`config.mk`:
```
export PLATFORM = sky130hd
export DESIGN_NAME = iso_rx_context_match_filter
export DESIGN_NICKNAME = d
export VERILOG_FILES = /design/src/shared/iso_rx_match_pkg.sv /design/src/shared/iso_rx_filter_if.sv /design/src/verilog/iso_rx_context_match_filter.sv /design/src/verilog/iso_rx_packet_filter.sv
export VERILOG_INCLUDE_DIRS = /design/src /design/src/shared
export SDC_FILE = /design/constraint.sdc
export NUM_CORES = 1
export LEC_CHECK = 0
export BUFFER_PORTS_ARGS = -buffer_cell sky130_fd_sc_hd__buf_2
export CAP_MARGIN = 20
export CORE_MARGIN = 4
export CORE_UTILIZATION = 39
export DETAILED_ROUTE_END_ITERATION = 10
export HOLD_SLACK_MARGIN = 0.03
export PLACE_DENSITY = 0.62
export SLEW_MARGIN = 25
export SYNTH_ARGS = -nofsm -noshare
export SYNTH_HDL_FRONTEND = slang
export SYNTH_SLANG_ARGS = --single-unit
```
`constraint.sdc`:
```
create_clock -name i_clk -period 4.9 [get_ports i_clk]
set_clock_uncertainty 0.2 [all_clocks]
set_input_delay 0.245 -clock i_clk [delete_from_list [all_inputs] [get_ports i_clk]]
set_output_delay 0.245 -clock i_clk [all_outputs]
set_load 0.05 [all_outputs]
```
`src/shared/iso_rx_match_defs.svh`:
```
`ifndef ISO_RX_MATCH_DEFS_SVH
`define ISO_RX_MATCH_DEFS_SVH

`define RX_CMD_PTR_BASE   16'h040c
`define RX_MATCH_BASE     16'h410c
`define RX_CTX_STRIDE_LG2 5
`define RX_NUM_CTX        4
`define RX_CTX_IDX_W      2

`define MATCH_WR_MASK     32'hf7ffff7f
`define MATCH_RESET       32'h00000000
`define PTR_RESET         32'h00000000

`define ACCEPT_TAG_THREE_EN_BIT 31
`define ACCEPT_TAG_TWO_EN_BIT   30
`define ACCEPT_TAG_ONE_EN_BIT   29
`define ACCEPT_TAG_ZERO_EN_BIT  28
`define MATCH_CYC_MSB     26
`define MATCH_CYC_LSB     12
`define MATCH_SYNC_MSB    11
`define MATCH_SYNC_LSB    8
`define MATCH_GATE_BIT    6
`define MATCH_CHAN_MSB    5
`define MATCH_CHAN_LSB    0

`define TAG_VAL_ZERO      2'b00
`define TAG_VAL_ONE       2'b01
`define TAG_VAL_TWO       2'b10
`define TAG_VAL_THREE     2'b11
`define GATE_SYNC_TOP     2'b00
`define SYNC_TOP_MSB      3
`define SYNC_TOP_LSB      2
`define TIMER_SEC_LOW_MSB 1

`endif

```
`src/shared/iso_rx_match_pkg.sv`:
```
package iso_rx_match_pkg;

   // Per-context start sequencing
   typedef enum logic [1:0] {
      CTX_STOPPED,
      CTX_HOLD,
      CTX_OPEN
   } ctx_state_t;

   typedef enum logic [1:0] {
      REG_NONE,
      REG_CMD_PTR,
      REG_MATCH
   } reg_kind_t;

endpackage

```
`src/shared/iso_rx_filter_if.sv`:
```
`timescale 1ns/1ps
interface iso_rx_filter_if;
   logic [31:0] match;
   logic [1:0]  tag;
   logic [3:0]  sync;
   logic [5:0]  channel;
   logic        wait_sync;
   logic        tag_ok;
   logic        chan_ok;
   logic        sync_ok;

   modport ctl (output match, tag, sync, channel, wait_sync,
                input  tag_ok, chan_ok, sync_ok);
   modport flt (input  match, tag, sync, channel, wait_sync,
                output tag_ok, chan_ok, sync_ok);
endinterface

```
`src/verilog/iso_rx_context_match_filter.sv`:
```
`timescale 1ns/1ps
`include "iso_rx_match_defs.svh"
// Overview of operation
// [RULE_01] Keep first descriptor address; fetch on run
// [RULE_02] Four contexts, registers at 32-byte stride
// [RULE_03] Bits 31-28 enable tags 11b..00b
// [RULE_04] Reserved match bits 27, 7 read zero
// [RULE_05] Cycle field: two seconds bits, cycle count
// [RULE_06] Hold reception until timer equals cycle value
// [RULE_07] Compare sync field while wait is 11b
// [RULE_08] Sync gate: tag 01b needs sync top 00b
// [RULE_09] Other tags accepted by enables only
// [RULE_10] Six-bit channel selects accepted channel
// [RULE_11] Software alone sets and clears run
// [RULE_12] Multi-channel off: single programmed channel only
// [RULE_13] Accept needs channel, tag, and start met
module iso_rx_context_match_filter
   import iso_rx_match_pkg::*;
#(
   parameter int NUM_CTX = `RX_NUM_CTX
) (
   input  wire logic                     i_clk,
   input  wire logic                     i_rst,
   // Register port
   input  wire logic                     i_reg_wr,
   input  wire logic                     i_reg_rd,
   input  wire logic [15:0]              i_reg_addr,
   input  wire logic [31:0]              i_reg_wdata,
   output logic      [31:0]              o_reg_rdata,
   output logic                          o_reg_ack,
   // Context control and descriptor engine
   input  wire logic [NUM_CTX-1:0]       i_run,
   input  wire logic [NUM_CTX-1:0]       i_start_on_cycle_en,
   input  wire logic [NUM_CTX-1:0]       i_multi_channel_receive,
   input  wire logic [NUM_CTX-1:0]       i_wait_sync,
   input  wire logic                     i_ptr_load,
   input  wire logic [1:0]               i_ptr_ctx,
   input  wire logic [31:0]              i_ptr_value,
   output logic      [NUM_CTX-1:0]       o_fetch_req,
   output logic      [31:0]              o_fetch_addr,
   // Cycle timer
   input  wire logic [6:0]               i_timer_seconds_field,
   input  wire logic [12:0]              i_timer_cycle_field,
   // Receive path
   input  wire logic                     i_pkt_valid,
   input  wire logic [5:0]               i_pkt_channel,
   input  wire logic [1:0]               i_pkt_tag,
   input  wire logic [3:0]               i_pkt_sync,
   output logic      [NUM_CTX-1:0]       o_pkt_accept,
   output logic      [NUM_CTX-1:0]       o_ctx_waiting
);

   logic [31:0]      cmd_ptr_q   [NUM_CTX];
   logic [31:0]      match_q     [NUM_CTX];
   ctx_state_t       state_q     [NUM_CTX];
   logic [NUM_CTX-1:0] run_q;
   logic [NUM_CTX-1:0] run_rise;
   logic [NUM_CTX-1:0] cyc_hit;
   logic [NUM_CTX-1:0] filt_ok;
   logic [14:0]      timer_now;
   reg_kind_t        acc_kind;
   logic [1:0]       acc_ctx;
   logic [31:0]      rdata_d;
   logic [31:0]      fetch_addr_d;

   // [RULE_05] Two low seconds bits then cycle count
   assign timer_now = {i_timer_seconds_field[`TIMER_SEC_LOW_MSB:0], i_timer_cycle_field};

   // [RULE_02] Context index from 32-byte stride
   function automatic logic [2:0] ctx_of(input logic [15:0] addr, input logic [15:0] base);
      logic [15:0] off;
      off = addr - base;
      if ((addr >= base) && (off[`RX_CTX_STRIDE_LG2-1:0] == '0) &&
          ((off >> `RX_CTX_STRIDE_LG2) < 16'(NUM_CTX))) begin
         ctx_of = {1'b1, off[`RX_CTX_STRIDE_LG2+1:`RX_CTX_STRIDE_LG2]};
      end else begin
         ctx_of = 3'h0;
      end
   endfunction

   always_comb begin
      logic [2:0] p;
      logic [2:0] m;
      p = ctx_of(i_reg_addr, `RX_CMD_PTR_BASE);
      m = ctx_of(i_reg_addr, `RX_MATCH_BASE);
      if (p[2]) begin
         acc_kind = REG_CMD_PTR;
         acc_ctx  = p[1:0];
      end else if (m[2]) begin
         acc_kind = REG_MATCH;
         acc_ctx  = m[1:0];
      end else begin
         acc_kind = REG_NONE;
         acc_ctx  = 2'h0;
      end
   end

   always_comb begin
      if (acc_kind == REG_CMD_PTR) begin
         rdata_d = cmd_ptr_q[acc_ctx];
      end else if (acc_kind == REG_MATCH) begin
         // [RULE_04] Reserved bits masked
         rdata_d = match_q[acc_ctx] & `MATCH_WR_MASK;
      end else begin
         rdata_d = 32'h00000000;
      end
   end

   // Read data and ack, one cycle after request
   always_ff @(posedge i_clk) begin
      if (i_rst) begin
         o_reg_rdata <= 32'h00000000;
         o_reg_ack   <= 1'b0;
      end else begin
         o_reg_ack   <= i_reg_wr || i_reg_rd;
         o_reg_rdata <= i_reg_rd ? rdata_d : 32'h00000000;
      end
   end

   // Match registers, software-written; reserved bits never stored
   always_ff @(posedge i_clk) begin
      if (i_rst) begin
         for (int i = 0; i < NUM_CTX; i++) begin
            match_q[i] <= `MATCH_RESET;
         end
      end else if (i_reg_wr && (acc_kind == REG_MATCH)) begin
         // [RULE_03] Tag enables stored freely
         match_q[acc_ctx] <= i_reg_wdata & `MATCH_WR_MASK;
      end
   end

   // Pointer is read-only to software; descriptor engine loads it
   always_ff @(posedge i_clk) begin
      if (i_rst) begin
         for (int i = 0; i < NUM_CTX; i++) begin
            cmd_ptr_q[i] <= `PTR_RESET;
         end
      end else if (i_ptr_load) begin
         // [RULE_01] Keep first block address
         cmd_ptr_q[i_ptr_ctx] <= i_ptr_value;
      end
   end

   // [RULE_11] Run is only observed, never driven here
   always_ff @(posedge i_clk) begin
      if (i_rst) begin
         run_q <= '0;
      end else begin
         run_q <= i_run;
      end
   end
   assign run_rise = i_run & ~run_q;

   always_comb begin
      fetch_addr_d = o_fetch_addr;
      // Lowest context wins when several start together
      for (int i = NUM_CTX - 1; i >= 0; i--) begin
         if (run_rise[i]) begin
            fetch_addr_d = cmd_ptr_q[i];
         end
      end
   end

   // [RULE_01] Fetch request on run set
   always_ff @(posedge i_clk) begin
      if (i_rst) begin
         o_fetch_req  <= '0;
         o_fetch_addr <= `PTR_RESET;
      end else begin
         o_fetch_req  <= run_rise;
         o_fetch_addr <= fetch_addr_d;
      end
   end

   // [RULE_06] Timer compare against start value
   always_comb begin
      for (int i = 0; i < NUM_CTX; i++) begin
         cyc_hit[i] = (timer_now == match_q[i][`MATCH_CYC_MSB:`MATCH_CYC_LSB]);
      end
   end

   // Start sequencing per context
   always_ff @(posedge i_clk) begin
      if (i_rst) begin
         for (int i = 0; i < NUM_CTX; i++) begin
            state_q[i] <= CTX_STOPPED;
         end
      end else begin
         for (int i = 0; i < NUM_CTX; i++) begin
            if (!i_run[i]) begin
               state_q[i] <= CTX_STOPPED;
            end else begin
               case (state_q[i])
                  CTX_STOPPED: begin
                     // [RULE_06] Hold off until cycle match
                     if (i_start_on_cycle_en[i] && !cyc_hit[i]) begin
                        state_q[i] <= CTX_HOLD;
                     end else begin
                        state_q[i] <= CTX_OPEN;
                     end
                  end
                  CTX_HOLD: begin
                     if (cyc_hit[i] || !i_start_on_cycle_en[i]) begin
                        state_q[i] <= CTX_OPEN;
                     end
                  end
                  CTX_OPEN: state_q[i] <= CTX_OPEN;
                  default:  state_q[i] <= CTX_STOPPED;
               endcase
            end
         end
      end
   end

   // One filter slice per context
   for (genvar g = 0; g < NUM_CTX; g++) begin : g_ctx
      iso_rx_filter_if fif ();
      assign fif.match     = match_q[g];
      assign fif.tag       = i_pkt_tag;
      assign fif.sync      = i_pkt_sync;
      assign fif.channel   = i_pkt_channel;
      assign fif.wait_sync = i_wait_sync[g];
      // [RULE_12] Single channel only without multi-channel
      assign filt_ok[g]    = fif.tag_ok && fif.chan_ok && fif.sync_ok && !i_multi_channel_receive[g];

      iso_rx_packet_filter u_filter (
         .f (fif.flt)
      );
   end

   // [RULE_13] Accept when all conditions met
   always_ff @(posedge i_clk) begin
      if (i_rst) begin
         o_pkt_accept <= '0;
      end else begin
         for (int i = 0; i < NUM_CTX; i++) begin
            o_pkt_accept[i] <= i_pkt_valid && filt_ok[i] && (state_q[i] == CTX_OPEN);
         end
      end
   end

   always_ff @(posedge i_clk) begin
      if (i_rst) begin
         o_ctx_waiting <= '0;
      end else begin
         for (int i = 0; i < NUM_CTX; i++) begin
            o_ctx_waiting[i] <= (state_q[i] == CTX_HOLD);
         end
      end
   end

endmodule

```
`src/verilog/iso_rx_packet_filter.sv`:
```
`timescale 1ns/1ps
`include "iso_rx_match_defs.svh"
module iso_rx_packet_filter
   import iso_rx_match_pkg::*;
(
   iso_rx_filter_if.flt f
);
   logic tag_en;
   logic gate_blocks;

   always_comb begin
      // [RULE_03] Tag enable select
      case (f.tag)
         `TAG_VAL_THREE: tag_en = f.match[`ACCEPT_TAG_THREE_EN_BIT];
         `TAG_VAL_TWO:   tag_en = f.match[`ACCEPT_TAG_TWO_EN_BIT];
         `TAG_VAL_ONE:   tag_en = f.match[`ACCEPT_TAG_ONE_EN_BIT];
         default:        tag_en = f.match[`ACCEPT_TAG_ZERO_EN_BIT];
      endcase
   end

   // [RULE_08] Tag one sync gate
   // [RULE_09] Other tags unrestricted
   assign gate_blocks = f.match[`MATCH_GATE_BIT] && (f.tag == `TAG_VAL_ONE) &&
                        (f.sync[`SYNC_TOP_MSB:`SYNC_TOP_LSB] != `GATE_SYNC_TOP);
   assign f.tag_ok    = tag_en && !gate_blocks;

   // [RULE_10] Channel compare
   assign f.chan_ok   = (f.channel == f.match[`MATCH_CHAN_MSB:`MATCH_CHAN_LSB]);

   // [RULE_07] Sync compare on wait
   assign f.sync_ok   = !f.wait_sync || (f.sync == f.match[`MATCH_SYNC_MSB:`MATCH_SYNC_LSB]);
endmodule
```
==> results.cfg, run 1 <==
[clock_network]
clkSinkCount = 337
postCtsSetupRepairBufs = 0
clockBufferDepth = 3
cts_tree = done
clk_latency_ns = 0.53
cts_resized = 0
clkTransAtPathRegs_ns = 0.06
ctsHoldBuffers = 78
cts_max_level = 2
root_buffer = clkbuf_16
numCtsBuffers = 38

[power_and_ir_drop]
irDropWorstVdd_mv = 0.303
pwr_density_cell_mw_per_mm2 = 345
p_leak_uw = 0.00769

[timing]
maxSlewHeadroom = 0.326
worst_pin_slew_ns = 1.01
timing.final.crit_share = 0.687
fin_ws_ns = 1.53
slew_violations = 0
hold_viol_final = 0
hold_ws_ns = 0.0785
max_freq_mhz = 297
rsz0062_at_grt = false
finalCriticalPeriod_ns = 3.37
setup_tns_ns = 0
setup_viol = 0

[setup_path]
end_kind = flip-flop
cp_data_required_time_ns = 4.85
rr_endpoint = o_pkt_accept[2]
crit_type = in2reg
cp_cell_sequence = buf_2, a211oi_1, xnor2_2, buf_4, and3_1, or2_2
crit_path_start_kind = primary input
cp_slowest_stage_delay_ns = 0.82
rrSetupSlack_ns = 2.16
crit_buf_inv = 2
r2r_cells = 7
crit_family = buffers and inverters
r2r-start = match_q[2][2]
worst-endpoint-arrival_ns = 3.32
cpMaxStageDelayCell = xnor2_2
critPathMaxFanout = 43

[floorplanning]
io_pins = 213
design.die.area_mm2 = 0.0453
row_count = 74
dieWidth_um = 213
core_area_mm2 = 0.0412
initial_utilization = 0.398
die_h_um = 213

[outcome]
status = completed

[synthesis]
ys_seq_elements = 337
synth.distinct_cells = 54
synth_warnings = 0
syn_avg_cell_area_um2 = 11.1
async_flop_share = 0
yosysSeqAreaShare = 0.568
synth_area_mm2 = 0.0164
synth-edff-count = 256
netlist_instances = 1475
synth_nets = 1611
ys.flop_type = edfxtp_1

[global_route]
antenna_found_initial = 7
grt_pass1_wl_mm = 79.7
grt_usage = 0.235
grt_pass1_vias = 13058
grt_max_degree = 46
grt_overflow = 0

[drt]
dr.pass1.iters = 5
ant_nets = 0
num_vias = 12770
wl_mm = 53.8
drt_iter0_drc = 1044
drc_errors = 0
vias_per_cell = 5.56
wl_per_cell_um = 23.4

[cells_and_area]
fillers = 3779
area_growth_pct = 22.1
nNetsFinal = 1865
layout-drive-gt1-share = 0.200
mostFrequentLayoutCells = 256 x edfxtp_1, 251 x and2_1, 205 x buf_2
final_common_cell = edfxtp_1

[placed_design]
gp_congestion = 0.862
dpl_worst_slack_ns = 1.08
hpwlAfterDp_mm = 37.3
io_buffer_count = 205

[min_path]
holdPathStages = 3
worstHoldPathType = in2reg
min-delay-start = i_pkt_tag[1]
min_to = o_pkt_accept[2]

[run]
maxCapViolations = 0
==> worst register-to-register path: stages (launching register included) <==
cell and delay [ns]:
edfxtp_1 0.41, xnor2_1 0.27, nand4_1 0.22, a21oi_1 0.21, dlygate4sd3_1 0.59, nand3_1 0.07
dlygate4sd3_1 0.57, a21oi_1 0.12
==> area by class of cell <==
type                       count  area, µm²  share of cell area
sequential                   337       9310               0.465
clock inverter                12       60.1             0.00300
antenna                        5       12.5            0.000626
tap                          532        666              0.0333
timing repair buffer         323       2120               0.106
clock buffer                  58       1110              0.0555
multi-input combinational    982       6540               0.327
inverter                      47        176             0.00882
==> power breakdown <==
group / switching (µW) / internal, µW
registers: 102 / 3240
clock network: 1130 / 1560
logic: 559 / 303
total: 1790 / 5110
==> flip-flops by register name, summed over array words and instances, names as in the netlist <==
name           cells
o_fetch_req        4
run_q              4
cmd_ptr_q        128
o_pkt_accept       4
match_q          120
o_reg_ack          1
o_ctx_waiting      4
o_fetch_addr      32
o_reg_rdata       32
state_q            8
==> worst max path at each step <==
stage | from | endpoint | cells after the start
global route | i_reg_addr[5] | match_q[1][14] | 6
floorplan | i_reg_addr[5] | match_q[3][0] | 5
finish | i_reg_addr[5] | match_q[1][23] | 6
CTS | i_reg_addr[5] | match_q[1][22] | 6
detailed placement | i_reg_addr[5] | match_q[1][15] | 6
global placement | i_reg_addr[5] | match_q[1][5] | 6
==> per-stage QoR <==
| step | power, µW | area (µm²) | utilization | instances |
|---|---|---|---|---|
| 3_3_place_gp | 4190 | 18000 | 0.437 | 2142 |
| 3_5_place_dp | 4210 | 18000 | 0.437 | 2142 |
| 6_report | 6900 | 20000 | 0.485 | 2296 |
| 2_1_floorplan | 3880 | 16400 | - | 1475 |
| 5_1_grt | 7160 | 20000 | 0.485 | 2296 |
| 4_1_cts | 6940 | 20000 | 0.485 | 2290 |
==> logic make-up after synthesis <==
| kind of cell | count (synthesis) | share of synthesized area |
|---|---|---|
| mux | 59 | 0.0406 |
| flops | 337 | 0.568 |
| xor+xnor | 103 | 0.0551 |
| compound gates | 253 | 0.110 |
| buf+inv | 156 | 0.0385 |
| simple gates | 567 | 0.188 |
==> cells in the mapped netlist, drive strengths merged, types with 4 or more instances <==
cell type    n  share of area
nand2      161          0.037
clkbuf      85          0.020
nor3        27         0.0082
nor3b        6         0.0037
mux2        20          0.014
nand3       27         0.0086
o21ai       32         0.0098
o31ai        5         0.0023
buf         24         0.0078
nor2        30         0.0069
xor2        40          0.021
nand4       19         0.0073
o221ai      88          0.047
and2       251          0.096
dfxtp       81          0.099
a211oi       8         0.0037
a22oi       10         0.0046
or2          7         0.0027
nand2b       4         0.0015
a31oi       39          0.015
xnor2       63          0.034
edfxtp     256           0.47
inv         47          0.011
nor4        16         0.0069
mux4         4         0.0055
a21o        20         0.0092
a21oi       39          0.012
mux2i       35          0.021
==> layer usage <==
metal,GRT usage,part of all wire,vias up
met5,0,0.00045,-
li1,-,-,5841
met3,0.0414,0.071,121
met1,0.310,0.42,6243
met4,0.0895,0.037,4
met2,0.388,0.48,561
(Power assumes the default switching activity.)
==> run 2: changes to the inputs <==
==> constraint.sdc (replaced) <==
create_clock -name i_clk -period 3.2 [get_ports i_clk]
set_clock_uncertainty 0.2 [all_clocks]
set_input_delay 0.16 -clock i_clk [delete_from_list [all_inputs] [get_ports i_clk]]
set_output_delay 0.16 -clock i_clk [all_outputs]
set_load 0.05 [all_outputs]
==> run 2 against run 1 <==
Effect of this change:
- total power rose by 52%
- via count fell by 0.16%
- setup slack lost 1.2 ns
- critical path type unchanged
- sequential share of layout area shrank 0.55 points
- critical endpoint is now o_pkt_accept[2]
- non-clock buffer count up 26
- register-to-register slack got worse by 1.7 ns
- combinational power is 57% higher
- first-iteration DRC count is 22% higher
==> results.cfg, run 2 (synthesis results as in run 1) <==
[timing]
setup_tns_ns = 0
hold_viol_final = 0
maxSlewHeadroom = 0.267
setup_viol = 0
finalCriticalPeriod_ns = 2.90
max_freq_mhz = 345
slew_violations = 0
rsz0062_at_grt = false
timing.final.crit_share = 0.906
worst_pin_slew_ns = 1.09

[placed_design]
dp.cells = 2159
hpwlAfterDp_mm = 37.7
io_buffer_count = 205
gp_congestion = 0.883

[global_route]
grt_max_degree = 39
grt_pass1_vias = 12838
grt_overflow = 0
grt_pass1_wl_mm = 78.9
antenna_found_initial = 4
gr-max-usage-layer = met2
grtUsageMet3 = 0.0345
use_met2 = 0.403
met1_usage = 0.306
grt_usage = 0.232

[outcome]
status = completed

[setup_path]
startpoint = i_rst
critPathMaxFanout = 15
r2r-start = match_q[1][7]
worst-endpoint-arrival_ns = 3.16
cp_data_required_time_ns = 3.46
crit_path_start_kind = primary input
rr_endpoint = o_pkt_accept[1]
crit_type = in2reg
r2r_cells = 6
rrSetupSlack_ns = 0.44
end_kind = flip-flop

[drt]
wl_per_cell_um = 23.1
wl_mm = 53.6
vias_per_cell = 5.50
num_vias = 12750
dr.pass1.iters = 5
drt_iter0_drc = 1271
drc_errors = 0
ant_nets = 0

[clock_network]
root_buffer = clkbuf_16
cts_tree = done
postCtsSetupRepairBufs = 0
clkSinkCount = 337
clockBufferDepth = 3
ctsHoldBuffers = 88
clk_latency_ns = 0.54
numCtsBuffers = 37
cts_max_level = 2
clkTransAtPathRegs_ns = 0.06
cts_resized = 0

[min_path]
min_to = o_pkt_accept[2]
holdPathStages = 3
min-delay-start = i_pkt_tag[0]
worstHoldPathType = in2reg

[floorplanning]
initial_utilization = 0.398
core_area_mm2 = 0.0412
die_h_um = 213
dieWidth_um = 213
io_pins = 213
design.die.area_mm2 = 0.0453
row_count = 74

[cells_and_area]
layout-drive-gt1-share = 0.206
top_regs = cmd_ptr_q x128, match_q x120
mostFrequentLayoutCells = 256 x edfxtp_1, 251 x and2_1, 205 x buf_2
largest_reg_flops = 128
regMostFlops = cmd_ptr_q
final_common_cell = edfxtp_1
nNetsFinal = 1890
area_growth_pct = 23.6
fin_cells = 2318

[run]
maxCapViolations = 0

[power_and_ir_drop]
p_leak_uw = 0.00783
irDropWorstVdd_mv = 0.368
pwr_density_cell_mw_per_mm2 = 519
[run 2: cell type report]
cell class,instances,area (µm²)
inverters,47,176
clock inverters,15,98.8
repair buffers,349,2430
clock buffers,53,1040
fillers,3796,21000
multi-input cells,982,6520
diodes,3,7.51
flip-flops and latches,337,9310
well taps,532,666
[run 2: worst max-delay path by stage]
| stage | slack (ns) | to | depth (start not counted) |
|---|---|---|---|
| 2_1_floorplan | 0.39 | match_q[3][0] | 5 |
| 3_3_place_gp | 0.28 | match_q[2][9] | 8 |
| 3_5_place_dp | 0.19 | match_q[2][11] | 8 |
| 4_1_cts | 0.29 | o_pkt_accept[2] | 10 |
| 5_1_grt | 0.18 | o_pkt_accept[2] | 10 |
| 6_report | 0.30 | o_pkt_accept[2] | 10 |
[run 2: metrics by stage]
stage	util	total power [µW]	hold WS, ns	setup slack, ns	instance area, µm²
5_1_grt	0.491	10900	0.0470	0.178	20200
3_3_place_gp	0.442	6450	0.145	0.279	18200
2_1_floorplan	-	5940	0.0479	0.392	16400
3_5_place_dp	0.442	6480	0.138	0.192	18200
4_1_cts	0.491	10600	0.0388	0.294	20200
6_report	0.491	10500	0.0348	0.301	20200
[run 2: routing by layer]
| metal | part of all wire | wire (µm) | up-vias |
|---|---|---|---|
| met5 | 0.00024 | 13 | - |
| met1 | 0.40 | 21700 | 6212 |
| met4 | 0.024 | 1290 | 2 |
| li1 | - | - | 5881 |
| met2 | 0.49 | 26500 | 575 |
| met3 | 0.077 | 4120 | 80 |
[run 2: critical path, stage by stage]
cell	delay (ns)
dlygate4sd3_1	0.53
buf_2	0.28
nand2b_1	0.29
nor3_1	0.17
nand4_1	0.18
a21oi_1	0.18
dlygate4sd3_1	0.58
nand3_1	0.08
dlygate4sd3_1	0.56
a21oi_1	0.14
[run 2: where the power goes]
group / switching [µW] / internal [µW]
logic: 856 / 495
clock network: 1750 / 2270
registers: 156 / 4970
==> run 3: changes to the inputs <==
--- a/config.mk
+++ b/config.mk
@@ -6,13 +6,14 @@
 export SDC_FILE = /design/constraint.sdc
 export NUM_CORES = 1
 export LEC_CHECK = 0
+export ABC_AREA = 1
 export BUFFER_PORTS_ARGS = -buffer_cell sky130_fd_sc_hd__buf_2
 export CAP_MARGIN = 20
 export CORE_MARGIN = 4
 export CORE_UTILIZATION = 39
 export DETAILED_ROUTE_END_ITERATION = 10
 export HOLD_SLACK_MARGIN = 0.03
-export PLACE_DENSITY = 0.62
+export PLACE_DENSITY = 0.61
 export SLEW_MARGIN = 25
 export SYNTH_ARGS = -nofsm -noshare
 export SYNTH_HDL_FRONTEND = slang
==> run 3 against run 2 <==
Effect of this change:
- count of clock-buffer cells in the layout increased by 5
- hold slack improved by 0.071 ns
- critical endpoint is now o_pkt_accept[3]
- register-to-register slack worse by 0.07 ns
- synthesized area grew 1.8%
- sequential share of layout area decreased by 0.33 points
- die area grew 1.7%
- design area rose by 0.73%
- global-route usage decreased by 0.60 points
- routed wire length grew 1.3%
- sequential cell count is the same
- non-clock buffer count decreased by 8
==> results.cfg, run 3 <==
[timing]
worst_pin_slew_ns = 0.873
finalCriticalPeriod_ns = 2.96
max_freq_mhz = 338
hold_viol_final = 0
slew_violations = 0
maxSlewHeadroom = 0.410
rsz0062_at_grt = false
setup_tns_ns = 0
setup_viol = 0
timing.final.crit_share = 0.926

[setup_path]
worst-endpoint-arrival_ns = 3.25
cp_data_required_time_ns = 3.49
crit_type = in2reg
critPathMaxFanout = 8
crit_path_start_kind = primary input
end_kind = flip-flop

[clock_network]
clk_latency_ns = 0.55
clkSinkCount = 337
clockBufferDepth = 3
numCtsBuffers = 38
cts_tree = done
cts_resized = 0
cts_max_level = 2
clkTransAtPathRegs_ns = 0.06
root_buffer = clkbuf_16

[synthesis]
async_flop_share = 0
yosys.area_share.xor_xnor = 0.0425
ys_top_cells_by_count = 368 x nor2_1, 320 x nand2_1, 256 x edfxtp_1
yosysMostFrequentCell = nor2_1
syn_avg_cell_area_um2 = 8.73
yosysSeqAreaShare = 0.558
ys_seq_elements = 337
synth_area_leaders = edfxtp_1 46%, dfxtp_1 9.7%, nor2_1 8.3%, nand2_1 7.2%, inv_1 4.8%
synth_warnings = 0
netlist_instances = 1911
synth_nets = 2047
synth_area_mm2 = 0.0167
synth-edff-count = 256
synthMuxAreaShare = 0
synth_compound_area_frac = 0.114
synth_top_family_by_area = simple AND/OR/NAND/NOR gates
ys.flop_type = edfxtp_1
synth-simple-area-share = 0.205
yosysTopAreaCellShare = 0.461
synth_area_leader_cell = edfxtp_1
synth_fa_ha_area_frac = 0
synth.distinct_cells = 42

[floorplanning]
design.die.area_mm2 = 0.0461
row_count = 75
io_pins = 213
initial_utilization = 0.396
dieWidth_um = 215
die_h_um = 215
core_area_mm2 = 0.0421

[cells_and_area]
largest_reg_flops = 128
area_growth_pct = 22.3
regMostFlops = cmd_ptr_q
mostFrequentLayoutCells = 366 x nor2_1, 320 x nand2_1, 256 x edfxtp_1
top_regs = cmd_ptr_q x128, match_q x120
final_common_cell = nor2_1
nNetsFinal = 2317
utilization = 0.484
fillers = 3922
layout-drive-gt1-share = 0.156

[placed_design]
gp_congestion = 0.903
io_buffer_count = 205
hpwlAfterDp_mm = 36.3

[global_route]
grt_overflow = 0
antenna_found_initial = 4
grt_pass1_vias = 13706
grt_usage = 0.226
grt_pass1_wl_mm = 80.6
grt_max_degree = 66

[drt]
ant_nets = 0
vias_per_cell = 5.21
drc_errors = 0
dr.pass1.iters = 6
num_vias = 14346
wl_per_cell_um = 19.7
wl_mm = 54.3
drt_iter0_drc = 1389

[power_and_ir_drop]
pwr_density_cell_mw_per_mm2 = 524
p_leak_uw = 0.00893
irDropWorstVdd_mv = 0.346
total_power_uw = 10700

[min_path]
worstHoldPathType = in2reg

[outcome]
status = completed

[run]
maxCapViolations = 0
==> run 3: changes by cell type in the layout (fill, tap and decap cells not counted), sizes merged, moves of 34 or more <==
cell,before,now
o221ai,88,0
nand3,27,61
a21oi,39,117
and2,251,0
o21ai,32,129
nand2,161,325
inv,48,217
mux2i,35,0
nor2,30,371
==> run 3: worst paths after layout <==
path                       from               to  slack [ns]  depth (start not counted)
setup / recovery          i_rst  o_pkt_accept[3]        0.24                          9
hold / removal     i_ptr_ctx[0]  cmd_ptr_q[1][4]        0.11                          4
setup reg to reg  match_q[3][5]  o_pkt_accept[3]        0.37                          6
hold reg to reg        run_q[3]   o_fetch_req[3]        0.21                          1
==> run 3: cells by family (layout without fill, tap and decap cells) <==
logic type,count (synthesis),in the layout
xor+xnor,81,81
compound gates,329,329
other cells,0,1
buf+inv,332,632
simple gates,832,832
flops,337,337
==> run 3: critical path, stage by stage <==
cell and delay [ns]:
dlygate4sd3_1 0.53, buf_2 0.19, clkinv_1 0.18, nand2_1 0.22, nor3_1 0.48, o2111ai_1 0.18
dlygate4sd3_1 0.59, nor2_1 0.12, dlygate4sd3_1 0.59
==> run 3: layout make-up <==
class,count,area (µm²),share of cell area
timing repair buffer,341,2330,0.114
multi-input combinational,1242,6050,0.297
sequential,337,9310,0.457
clock inverter,12,52.6,0.00258
antenna,1,2.50,0.000123
inverter,221,830,0.0407
tap,539,674,0.0331
clock buffer,58,1140,0.0559
==> run 3: report_power, final <==
group / total (µW) / switching (µW) / internal (µW)
clock: 4220 / 1760 / 2450
combinational: 1350 / 918 / 437
sequential: 5120 / 138 / 4980
==> run 3: through the flow <==
stage               hold slack (ns)  instances  setup WS, ns  cell area (µm²)
detailed placement            0.143       2593         0.532            18300
finish                        0.106       2751         0.238            20400
CTS                          0.0922       2750         0.291            20400
global route                  0.110       2750         0.165            20400
floorplan                    0.0470       1911         0.268            16700
global placement              0.144       2593         0.656            18300
==> run 3: layer usage <==
| metal | global-route usage | wire length [µm] |
|---|---|---|
| met5 | 0 | 34 |
| met4 | 0.0713 | 1580 |
| met3 | 0.0414 | 4340 |
| met2 | 0.360 | 24400 |
| met1 | 0.316 | 24000 |
==> run 3: timing repair <==
item / CTS / global route
hold buffers: 87 / 0
setup buffers: 0 / 0
hold endpoints to repair: 286 / 0
